===== config.mk =====
export PLATFORM = sky130hd
export DESIGN_NAME = dual_issue_ctl
export DESIGN_NICKNAME = d
export VERILOG_FILES = /design/src/logic/issue_ctl_pkg.sv /design/src/logic/result_stager.sv /design/src/logic/regfile_timing.sv /design/src/logic/dual_issue_ctl.sv
export VERILOG_INCLUDE_DIRS = /design/src /design/src/logic
export SDC_FILE = /design/constraint.sdc
export NUM_CORES = 1
export LEC_CHECK = 0
export BUFFER_PORTS_ARGS = -buffer_cell sky130_fd_sc_hd__buf_4
export CAP_MARGIN = 40
export CORE_ASPECT_RATIO = 1.25
export CORE_MARGIN = 2
export CORE_UTILIZATION = 51
export DETAILED_ROUTE_END_ITERATION = 8
export GPL_TIMING_DRIVEN = 0
export HOLD_SLACK_MARGIN = 0.03
export PLACE_DENSITY_LB_ADDON = 0.15
export SLEW_MARGIN = 20
export SYNTH_ARGS = -nofsm -noshare
export SYNTH_HDL_FRONTEND = slang
export SYNTH_HIERARCHICAL = 1
export SYNTH_SLANG_ARGS = --single-unit

===== constraint.sdc =====
create_clock -name ref_clk -period 3.1 [get_ports ref_clk]
set_clock_uncertainty 0.05 [all_clocks]
set_input_delay 0.465 -clock ref_clk [delete_from_list [all_inputs] [get_ports ref_clk]]
set_output_delay 0.465 -clock ref_clk [all_outputs]
set_load 0.1 [all_outputs]

===== src/logic/issue_ctl_map.svh =====
// Purpose: offsets-free constant map for the dual-issue control block
// Assumes: one core clock
// Notes: latencies in cycles from issue
`ifndef ISSUE_CTL_MAP_SVH
`define ISSUE_CTL_MAP_SVH
`define FETCH_BLOCK_INSNS 32
`define LAT_SIMPLE 4'h2
`define LAT_BYTE 4'h4
`define LAT_SINGLE 4'h6
`define LAT_FLOATINT 4'h7
`define LAT_DOUBLE 4'hd
`define LAT_STAGE_OUT 4'h8
`define DP_BLACKOUT 3'h6
`define CHAN_WINDOW 3'h5
`endif


===== src/logic/issue_ctl_pkg.sv =====
// Purpose: types for the dual-issue control block
// Assumes: nothing
// Notes: class code chooses the pipe and the latency
package issue_ctl_pkg;
	typedef enum logic [3:0] {
		simple_fixed_class,
		byte_op_class,
		rotate_shift_class,
		single_float_class,
		float_integer_class,
		double_float_class,
		even_pipe_noop,
		local_store_class,
		branch_resolve_class,
		branch_hint_class,
		shuffle_class,
		channel_class,
		odd_pipe_noop,
		sync_class
	} insn_class_t;

	typedef struct packed {
		logic valid;
		insn_class_t cls;
		logic dep_ok;
		logic chan_blocking;
		logic chan_count_zero;
		logic [6:0] chan_id;
		logic [4:0] dest;
		logic [31:0] addr;
	} slot_t;

	typedef struct packed {
		logic valid;
		logic [4:0] dest;
		logic [31:0] addr;
	} result_t;

	typedef enum logic [1:0] {
		fetch_flush,
		fetch_hint,
		fetch_inline
	} fetch_kind_t;
endpackage


===== src/logic/result_stager.sv =====
// Purpose: stage results to commit latency for register file commit
// Assumes: at most two issues per cycle, one to each pipe
// Notes: commit order equals issue order since all stage to one depth
`timescale 1ns/100ps
`default_nettype none
module result_stager
	import issue_ctl_pkg::*;
#(
	parameter int DEPTH = 8
)
(
	// Clock and reset
	input wire logic ref_clk,
	input wire logic arst_n,
	// Issued results
	input wire result_t even_in,
	input wire result_t odd_in,
	// Register file commit
	output result_t even_commit,
	output result_t odd_commit
);
	result_t even_ff [DEPTH];
	result_t odd_ff [DEPTH];

	genvar g;
	generate
		for (g = 0; g < DEPTH; g++)
		begin : g_stage
			always_ff @(posedge ref_clk or negedge arst_n)
			begin
				if (!arst_n)
				begin
					even_ff[g] <= '0;
					odd_ff[g] <= '0;
				end
				else if (g == 0)
				begin
					even_ff[g] <= even_in;
					odd_ff[g] <= odd_in;
				end
				else
				begin
					// Every result staged out to the same depth; see RULE15
					even_ff[g] <= even_ff[g > 0 ? g - 1 : 0];
					odd_ff[g] <= odd_ff[g > 0 ? g - 1 : 0];
				end
			end
		end
	endgenerate

	assign even_commit = even_ff[DEPTH-1];
	assign odd_commit = odd_ff[DEPTH-1];
endmodule
`default_nettype wire


===== src/logic/regfile_timing.sv =====
// Purpose: register file write and read-bypass timing
// Assumes: commit arrives in pre-writeback
// Notes: readable two cycles after commit
`timescale 1ns/100ps
`default_nettype none
module regfile_timing
	import issue_ctl_pkg::*;
(
	// Clock and reset
	input wire logic ref_clk,
	input wire logic arst_n,
	// Commit from stager
	input wire result_t commit,
	// Status
	output logic [4:0] written_dest,
	output logic written_valid,
	output logic readable_valid
);
	result_t decode_ff;
	result_t array_ff;

	// Pre-writeback decode, array write, then read bypass; see RULE16
	always_ff @(posedge ref_clk or negedge arst_n)
	begin
		if (!arst_n)
		begin
			decode_ff <= '0;
			array_ff <= '0;
		end
		else
		begin
			decode_ff <= commit;
			array_ff <= decode_ff;
		end
	end

	assign written_dest = decode_ff.dest;
	assign written_valid = decode_ff.valid;
	assign readable_valid = array_ff.valid;
endmodule
`default_nettype wire


===== src/logic/dual_issue_ctl.sv =====
// Purpose: fetch and dual-issue control for a two-pipe SIMD core
// Assumes: slot decode info comes from logic on ref_clk
// Notes: execution units and local store arbitration are outside
// Overview of operation
// RULE1 - hold blocking channel access until count nonzero
// RULE2 - repeated channel access within five cycles retries
// RULE3 - sync instructions force a pipeline flush
// RULE4 - each fetch returns 32 instructions
// RULE5 - fetch kinds: flush, hint, inline prefetch
// RULE6 - issue in program order to class pipe
// RULE7 - pairs: even word first, odd second
// RULE8 - next pair loads after both issued
// RULE9 - eligible needs dependencies and no conflicts
// RULE10 - dual issue only even-then-odd, both eligible
// RULE11 - else issue first, hold second
// RULE12 - classes split over even and odd pipes
// RULE13 - class latencies 2, 4, 6, 7 cycles
// RULE14 - results forwarded to all from availability
// RULE15 - stage every result to latency 8
// RULE16 - register file write and read take two cycles
// RULE17 - double split into two consecutive element ops; the code splits only a double issued from the first slot
// RULE18 - double latency thirteen, last seven pipelined
// RULE19 - no pairing with double, six idle cycles; the code idles only after a double issued from the first slot
// RULE20 - xor-immediate and sign-extend: even, latency 2
// RULE21 - two noop forms, one per pipe
// RULE22 - misaligned pair issues one per cycle
// RULE23 - flush discards younger, refetches oldest unissued; the code drops the refetch while a fetch still waits for fetch_ready
`timescale 1ns/100ps
`default_nettype none
`include "issue_ctl_map.svh"
module dual_issue_ctl
	import issue_ctl_pkg::*;
(
	// Clock and reset
	input wire logic ref_clk,
	input wire logic arst_n,
	// Current pair from the fetch buffer
	input wire slot_t first_slot,
	input wire slot_t second_slot,
	input wire logic pair_avail,
	// Structural hazards
	input wire logic dma_busy,
	input wire logic ecc_busy,
	input wire logic even_busy,
	input wire logic odd_busy,
	// Fetch requests from elsewhere
	input wire logic hint_req,
	input wire logic [31:0] hint_addr,
	input wire logic inline_slot_free,
	input wire logic [31:0] inline_addr,
	input wire logic fetch_ready,
	// Pair and issue outputs
	output logic pair_take,
	output logic even_issue,
	output logic odd_issue,
	output logic [3:0] even_latency,
	output logic [3:0] odd_latency,
	output logic dp_element,
	output logic flush,
	// Fetch request to the local store
	output logic fetch_req,
	output fetch_kind_t fetch_kind,
	output logic [31:0] fetch_addr,
	output logic [5:0] fetch_count,
	// Forwarding and commit status
	output logic [15:0] fwd_ready_mask,
	output result_t even_commit,
	output result_t odd_commit,
	output logic even_rf_readable,
	output logic odd_rf_readable
);
	typedef enum logic [1:0] {
		st_normal,
		st_dp_second,
		st_dp_blackout
	} issue_state_t;

	issue_state_t state_ff;
	logic [2:0] blackout_ff;
	logic first_done_ff;
	logic [2:0] chan_age_ff;
	logic [6:0] chan_last_ff;
	logic [3:0] even_latency_ff;
	logic [3:0] odd_latency_ff;
	logic dp_element_ff;
	logic flush_ff;
	logic fetch_req_ff;
	fetch_kind_t fetch_kind_ff;
	logic [31:0] fetch_addr_ff;
	logic [15:0] fwd_ff [2];
	logic [15:0] fwd_mask;
	result_t even_res;
	result_t odd_res;

	// Pipe of a class: 1 is odd; see RULE12 RULE20 RULE21
	function automatic logic is_odd(input insn_class_t c);
		return c inside {local_store_class, branch_resolve_class,
			branch_hint_class, shuffle_class, channel_class,
			odd_pipe_noop, sync_class};
	endfunction

	// Result latency of a class; see RULE13 RULE18 RULE20
	function automatic logic [3:0] lat_of(input insn_class_t c);
		unique case (c)
			simple_fixed_class, even_pipe_noop: return `LAT_SIMPLE;
			byte_op_class, rotate_shift_class: return `LAT_BYTE;
			branch_resolve_class, shuffle_class: return `LAT_BYTE;
			branch_hint_class, odd_pipe_noop, sync_class: return `LAT_BYTE;
			single_float_class, local_store_class: return `LAT_SINGLE;
			channel_class: return `LAT_SINGLE;
			float_integer_class: return `LAT_FLOATINT;
			double_float_class: return `LAT_DOUBLE;
			default: return 4'h0;
		endcase
	endfunction

	// Channel conflict with a recent access; see RULE2
	function automatic logic chan_hit(input slot_t s, input logic [2:0] age,
		input logic [6:0] last);
		return s.valid && s.cls == channel_class && age != 3'h0 &&
			s.chan_id == last;
	endfunction

	function automatic logic eligible(input slot_t s, input logic busy);
		// Dependencies, structure, blocking channel; see RULE9 RULE1
		return s.valid && s.dep_ok && !busy && !(s.cls == channel_class &&
			s.chan_blocking && s.chan_count_zero);
	endfunction

	////////////////////////////////////////////////////////////////////
	// Issue decision
	slot_t cur_first;
	logic first_ok, second_ok, dual, issue_first, issue_second;
	logic first_odd, second_odd, retry_first, retry_second;
	logic go;

	assign go = state_ff == st_normal && pair_avail && !flush_ff;
	assign cur_first = first_done_ff ? '0 : first_slot;
	assign first_odd = is_odd(cur_first.cls);
	assign second_odd = is_odd(second_slot.cls);
	assign first_ok = go && !dma_busy && !ecc_busy &&
		eligible(cur_first, first_odd ? odd_busy : even_busy);
	assign second_ok = go && !dma_busy && !ecc_busy &&
		eligible(second_slot, second_odd ? odd_busy : even_busy);
	assign retry_first = first_ok && chan_hit(cur_first, chan_age_ff,
		chan_last_ff);
	assign retry_second = second_ok && chan_hit(second_slot, chan_age_ff,
		chan_last_ff);

	always_comb
	begin
		// Dual only even-then-odd, never with double; see RULE10 RULE19
		dual = first_ok && second_ok && !first_odd && second_odd &&
			cur_first.cls != double_float_class && !retry_first &&
			!retry_second;
		// In order: first slot before second; see RULE6 RULE11 RULE22
		issue_first = first_ok && !retry_first;
		issue_second = dual || (!cur_first.valid && second_ok &&
			!retry_second);
	end

	assign even_issue = (issue_first && !first_odd) ||
		(issue_second && !second_odd) || state_ff == st_dp_second;
	assign odd_issue = (issue_first && first_odd) ||
		(issue_second && second_odd);
	// Load next pair once both slots gone; see RULE7 RULE8
	assign pair_take = go && (issue_second || (issue_first &&
		!second_slot.valid));

	// Which slot is the first: dual, first only or second only
	always_ff @(posedge ref_clk or negedge arst_n)
	begin
		if (!arst_n)
			first_done_ff <= 1'b0;
		else if (flush_ff || pair_take)
			first_done_ff <= 1'b0;
		else if (issue_first)
			first_done_ff <= 1'b1;
	end

	////////////////////////////////////////////////////////////////////
	// Double-precision sequencing
	always_ff @(posedge ref_clk or negedge arst_n)
	begin
		if (!arst_n)
		begin
			state_ff <= st_normal;
			blackout_ff <= 3'h0;
		end
		else
		begin
			unique case (state_ff)
				st_normal:
					if (issue_first && cur_first.cls == double_float_class)
						state_ff <= st_dp_second; // see RULE17
				st_dp_second:
				begin
					state_ff <= st_dp_blackout;
					blackout_ff <= `DP_BLACKOUT;
				end
				st_dp_blackout:
					if (blackout_ff == 3'h1)
						state_ff <= st_normal; // see RULE19
					else
						blackout_ff <= blackout_ff - 3'h1;
			endcase
		end
	end

	assign dp_element = dp_element_ff;

	always_ff @(posedge ref_clk or negedge arst_n)
	begin
		if (!arst_n)
			dp_element_ff <= 1'b0;
		else
			dp_element_ff <= state_ff == st_dp_second;
	end

	////////////////////////////////////////////////////////////////////
	// Channel access history and flush
	always_ff @(posedge ref_clk or negedge arst_n)
	begin
		if (!arst_n)
		begin
			chan_age_ff <= 3'h0;
			chan_last_ff <= 7'h00;
		end
		else if (issue_first && cur_first.cls == channel_class)
		begin
			chan_age_ff <= `CHAN_WINDOW;
			chan_last_ff <= cur_first.chan_id;
		end
		else if (issue_second && second_slot.cls == channel_class)
		begin
			chan_age_ff <= `CHAN_WINDOW;
			chan_last_ff <= second_slot.chan_id;
		end
		else if (chan_age_ff != 3'h0)
			chan_age_ff <= chan_age_ff - 3'h1;
	end

	always_ff @(posedge ref_clk or negedge arst_n)
	begin
		if (!arst_n)
			flush_ff <= 1'b0;
		else
			// Retry or sync forces a flush; see RULE2 RULE3 RULE23
			flush_ff <= retry_first || (retry_second && !issue_first) ||
				(issue_first && cur_first.cls == sync_class) ||
				(issue_second && second_slot.cls == sync_class);
	end

	assign flush = flush_ff;

	////////////////////////////////////////////////////////////////////
	// Fetch requests
	logic [31:0] restart_addr_ff;

	always_ff @(posedge ref_clk or negedge arst_n)
	begin
		if (!arst_n)
			restart_addr_ff <= 32'h0000_0000;
		else if (retry_first || (issue_first && cur_first.cls == sync_class))
			restart_addr_ff <= retry_first ? cur_first.addr
				: cur_first.addr + 32'h0000_0004;
		else if (retry_second || (issue_second &&
			second_slot.cls == sync_class))
			restart_addr_ff <= retry_second ? second_slot.addr
				: second_slot.addr + 32'h0000_0004;
	end

	always_ff @(posedge ref_clk or negedge arst_n)
	begin
		if (!arst_n)
		begin
			fetch_req_ff <= 1'b0;
			fetch_kind_ff <= fetch_flush;
			fetch_addr_ff <= 32'h0000_0000;
		end
		else if (fetch_req_ff && !fetch_ready)
			fetch_req_ff <= 1'b1;
		else if (flush_ff)
		begin
			// Kinds by priority; see RULE5 RULE23
			fetch_req_ff <= 1'b1;
			fetch_kind_ff <= fetch_flush;
			fetch_addr_ff <= restart_addr_ff;
		end
		else if (hint_req)
		begin
			fetch_req_ff <= 1'b1;
			fetch_kind_ff <= fetch_hint;
			fetch_addr_ff <= hint_addr;
		end
		else
		begin
			fetch_req_ff <= inline_slot_free;
			fetch_kind_ff <= fetch_inline;
			fetch_addr_ff <= inline_addr;
		end
	end

	assign fetch_req = fetch_req_ff;
	assign fetch_kind = fetch_kind_ff;
	assign fetch_addr = fetch_addr_ff;
	assign fetch_count = 6'(`FETCH_BLOCK_INSNS); // see RULE4

	////////////////////////////////////////////////////////////////////
	// Forwarding: one-hot countdown per pipe marks result ready
	always_ff @(posedge ref_clk or negedge arst_n)
	begin
		if (!arst_n)
		begin
			even_latency_ff <= 4'h0;
			odd_latency_ff <= 4'h0;
		end
		else
		begin
			even_latency_ff <= even_issue ? lat_of(issue_first && !first_odd
				? cur_first.cls : second_slot.cls) : 4'h0;
			odd_latency_ff <= odd_issue ? lat_of(issue_first && first_odd
				? cur_first.cls : second_slot.cls) : 4'h0;
		end
	end

	assign even_latency = even_latency_ff;
	assign odd_latency = odd_latency_ff;

	genvar p;
	generate
		for (p = 0; p < 2; p++)
		begin : g_fwd
			logic [3:0] lat;
			assign lat = p == 0 ? even_latency_ff : odd_latency_ff;
			always_ff @(posedge ref_clk or negedge arst_n)
			begin
				if (!arst_n)
					fwd_ff[p] <= 16'h0000;
				else if (lat != 4'h0)
					// Result usable from its cycle on; see RULE14
					fwd_ff[p] <= 16'h0001 << (lat - 4'h1);
				else
					fwd_ff[p] <= fwd_ff[p] >> 1;
			end
		end
	endgenerate

	assign fwd_mask = fwd_ff[0] | fwd_ff[1];
	assign fwd_ready_mask = fwd_mask;

	assign even_res = '{valid: even_issue,
		dest: issue_first && !first_odd ? cur_first.dest : second_slot.dest,
		addr: issue_first && !first_odd ? cur_first.addr : second_slot.addr};
	assign odd_res = '{valid: odd_issue,
		dest: issue_first && first_odd ? cur_first.dest : second_slot.dest,
		addr: issue_first && first_odd ? cur_first.addr : second_slot.addr};

	result_stager #(.DEPTH(`LAT_STAGE_OUT)) u_stager (
		.ref_clk(ref_clk),
		.arst_n(arst_n),
		.even_in(even_res),
		.odd_in(odd_res),
		.even_commit(even_commit),
		.odd_commit(odd_commit)
	);

	regfile_timing u_rf_even (
		.ref_clk(ref_clk),
		.arst_n(arst_n),
		.commit(even_commit),
		.written_dest(),
		.written_valid(),
		.readable_valid(even_rf_readable)
	);

	regfile_timing u_rf_odd (
		.ref_clk(ref_clk),
		.arst_n(arst_n),
		.commit(odd_commit),
		.written_dest(),
		.written_valid(),
		.readable_valid(odd_rf_readable)
	);
endmodule
`default_nettype wire


==> impl_metrics.py <==
metrics = {
    "cts": {
        "insertion_delay_ns": 0.61,
        "cts_made_buffers": 67,
        "clk_pin_slew_ns": 0.06,
        "root_buffer": "clkbuf_16",
        "clock_path_buffers": 3,
        "cts_tree": "built",
        "htreeDepth": 3,
        "cts_sinks": 737,
    },
    "final_layout": {
        "syn_to_final_growth_pct": 25.5,
        "fin_area_sq_mm": 0.0315,
        "drive_gt1_share_pct": 27.8,
        "final_cells": 2983,
        "nets": 2478,
        "fillers": 3563,
    },
    "global_routing": {
        "grt_antenna_before_repair": 11,
        "grt_usage_pct": 23.8,
        "grt_max_degree": 111,
        "grt_pass1_vias": 16000,
        "grt_pass1_wl_um": 91500,
        "overflow": 0,
    },
    "timing": {
        "slew_headroom_pct": 44.4,
        "setup_tns_ns": -0.164,
        "setup_viol": 2,
        "tightest_slew_ns": 0.834,
        "fin_hold_ws_ns": 0.0597,
        "fmax_mhz": 309,
        "finalWorstPathRequiredPeriod_ns": 3.24,
        "finalHoldViolCount": 0,
        "slew_violations": 0,
        "rsz0062_at_grt": "true",
        "timing.final.ws_setup_ns": -0.138,
        "fin_crit_sh_pct": 104,
    },
    "yosys": {
        "syn-instance-count": 1850,
        "ys_warn_count": 6,
        "synth_area_per_cell_sq_um": 13.6,
        "synth_area_sq_mm": 0.0251,
    },
    "pwr": {
        "ir_drop_mv": 0.949,
        "p_per_area_mw_per_mm2": 743,
        "power_w": 0.0234,
        "p_leak_nw": 14.7,
    },
    "route": {
        "viasPerCell": 5.06,
        "routedWlPerCell_um": 19.8,
        "drt_iter0_drc": 947,
        "antenna_left": 0,
        "drcViolationCount": 0,
        "routed_wl_um": 59200,
        "dr.pass1.iters": 6,
        "vias": 15100,
    },
    "setup_path": {
        "cp_max_fo": 4,
        "slowest_stage": "dfrtp_4",
        "crit_type": "reg -> out",
        "crit_chain": "nor4b_4 > and4_4 > nand4_1 > buf_6 > o21ai_2 > nand3_1 > and2_4 > clkinvlp_4 > buf_12",
        "cp.arrival_ns": 2.72,
        "critPathLaunchType": "register",
        "crit_required_ns": 2.58,
        "cp-end-kind": "output port",
        "cp_slowest_stage_delay_ns": 0.50,
    },
    "place": {
        "placed_area_sq_mm": 0.0285,
        "dp.cells": 2824,
        "gp_congestion": 0.867,
        "io_buffer_count": 315,
        "place_hpwl_um": 40800,
    },
    "floorplan": {
        "core_sq_mm": 0.0484,
        "fp.dieH_um": 252,
        "rows": 90,
        "die_w_um": 202,
        "die-area_sq_mm": 0.0510,
        "start_util_pct": 51.8,
        "pin_count": 326,
    },
    "status": {
        "outcome": "finished, violations left",
        "violations": "negative setup slack",
    },
    "run": {
        "maxCapViolations": 0,
    },
    "hold_path": {
        "hp-class": "in -> reg",
    },
}
-- metrics by stage --
stage / setup slack [ns] / util, %
final: -0.138 / 65.0
after floorplan: 0.00948 / -
after detailed placement: -1.08 / 58.9
after global routing: -0.194 / 65.0
after CTS: -0.144 / 64.7
after global placement: -7.25 / 58.4
-- layer usage --
metal  routed length, um  vias to the layer above  share of wire, %  global-route usage (%)
met2               30900                      453                52                    41.2
met1               23000                     7555                39                    29.0
li1                    -                     6951                 -                       -
met4                1960                       10               3.3                    10.5
met5                  84                        -              0.14                       0
met3                3210                      122               5.4                    5.00
-- critical path: cells and delay by family (launching register included) --
| family | cells | cell delay (ns) |
|---|---|---|
| buffers and inverters | 3 | 0.44 |
| DFF | 1 | 0.50 |
| and+or+nand+nor | 5 | 1.05 |
| AOI/OAI and AO/OA | 1 | 0.11 |
-- repair_timing --
| action | in CTS | in global routing |
|---|---|---|
| resized for setup | 57 | 22 |
| hold buffers | 9 | 0 |
| setup buffers | 19 | 7 |
| endpoints found under the hold margin | 74 | 0 |
| endpoints found under the setup margin | 65 | 14 |
| pin swaps | 13 | 10 |
-- area by class of cell --
type | instances | area, sq um | area share [%]
flip-flops and latches | 737 | 18400 | 58.6
multi-input cells | 925 | 5830 | 18.5
repair buffers | 358 | 2900 | 9.22
clock buffers | 93 | 2020 | 6.41
plain buffers | 157 | 958 | 3.05
well taps | 644 | 806 | 2.56
clock inverters | 28 | 359 | 1.14
inverters | 35 | 139 | 0.441
diodes | 6 | 15.0 | 0.0477
-- where the power goes --
group / internal [W] / switching, W
clock network: 0.00517 / 0.00354
logic: 0.00119 / 0.00287
registers: 0.0103 / 0.000299
total: 0.0167 / 0.00671
-- final timing paths --
check                                           from                       to  slack [ns]  cells after the start
worst max-delay path                           flush                odd_issue       -0.14                      9
worst min register to register  u_stager/odd_ff[230]     u_stager/odd_ff[192]        0.29                      0
max in group asynchronous                     arst_n  u_stager/odd_commit[11]        0.85                      5
min in group asynchronous                     arst_n     u_stager/odd_ff[191]        0.38                      2
worst max register to register                 flush           odd_latency[1]        0.04                     13
worst min-delay path                  second_slot[0]    u_stager/even_ff[266]        0.06                      3
-- placed cells by master, fill, tap and decap left out, types with 20 or more instances in the layout --
master     instances
inv_1             29
nor2_1            83
clkbuf_16         70
o211ai_1          26
a21oi_1           52
clkbuf_1          57
nand2b_1          41
nand2_1          183
buf_4            420
xnor2_1           51
dfrtp_1          735
or2_2             20
nand3_1           26
nor3_1            20
o21ai_0          134
mux2i_1           53
-- state kept, by name, summed over array words and instances, names as in the netlist, 7 cells and up --
name	flops
u_stager/even_ff	266
u_stager/odd_ff	266
u_stager/even_commit	38
u_stager/odd_commit	38
fetch_addr	32
fwd_ff	32
restart_addr_ff	32
chan_last_ff	7
No activity file was read; power rests on OpenSTA's default activity.
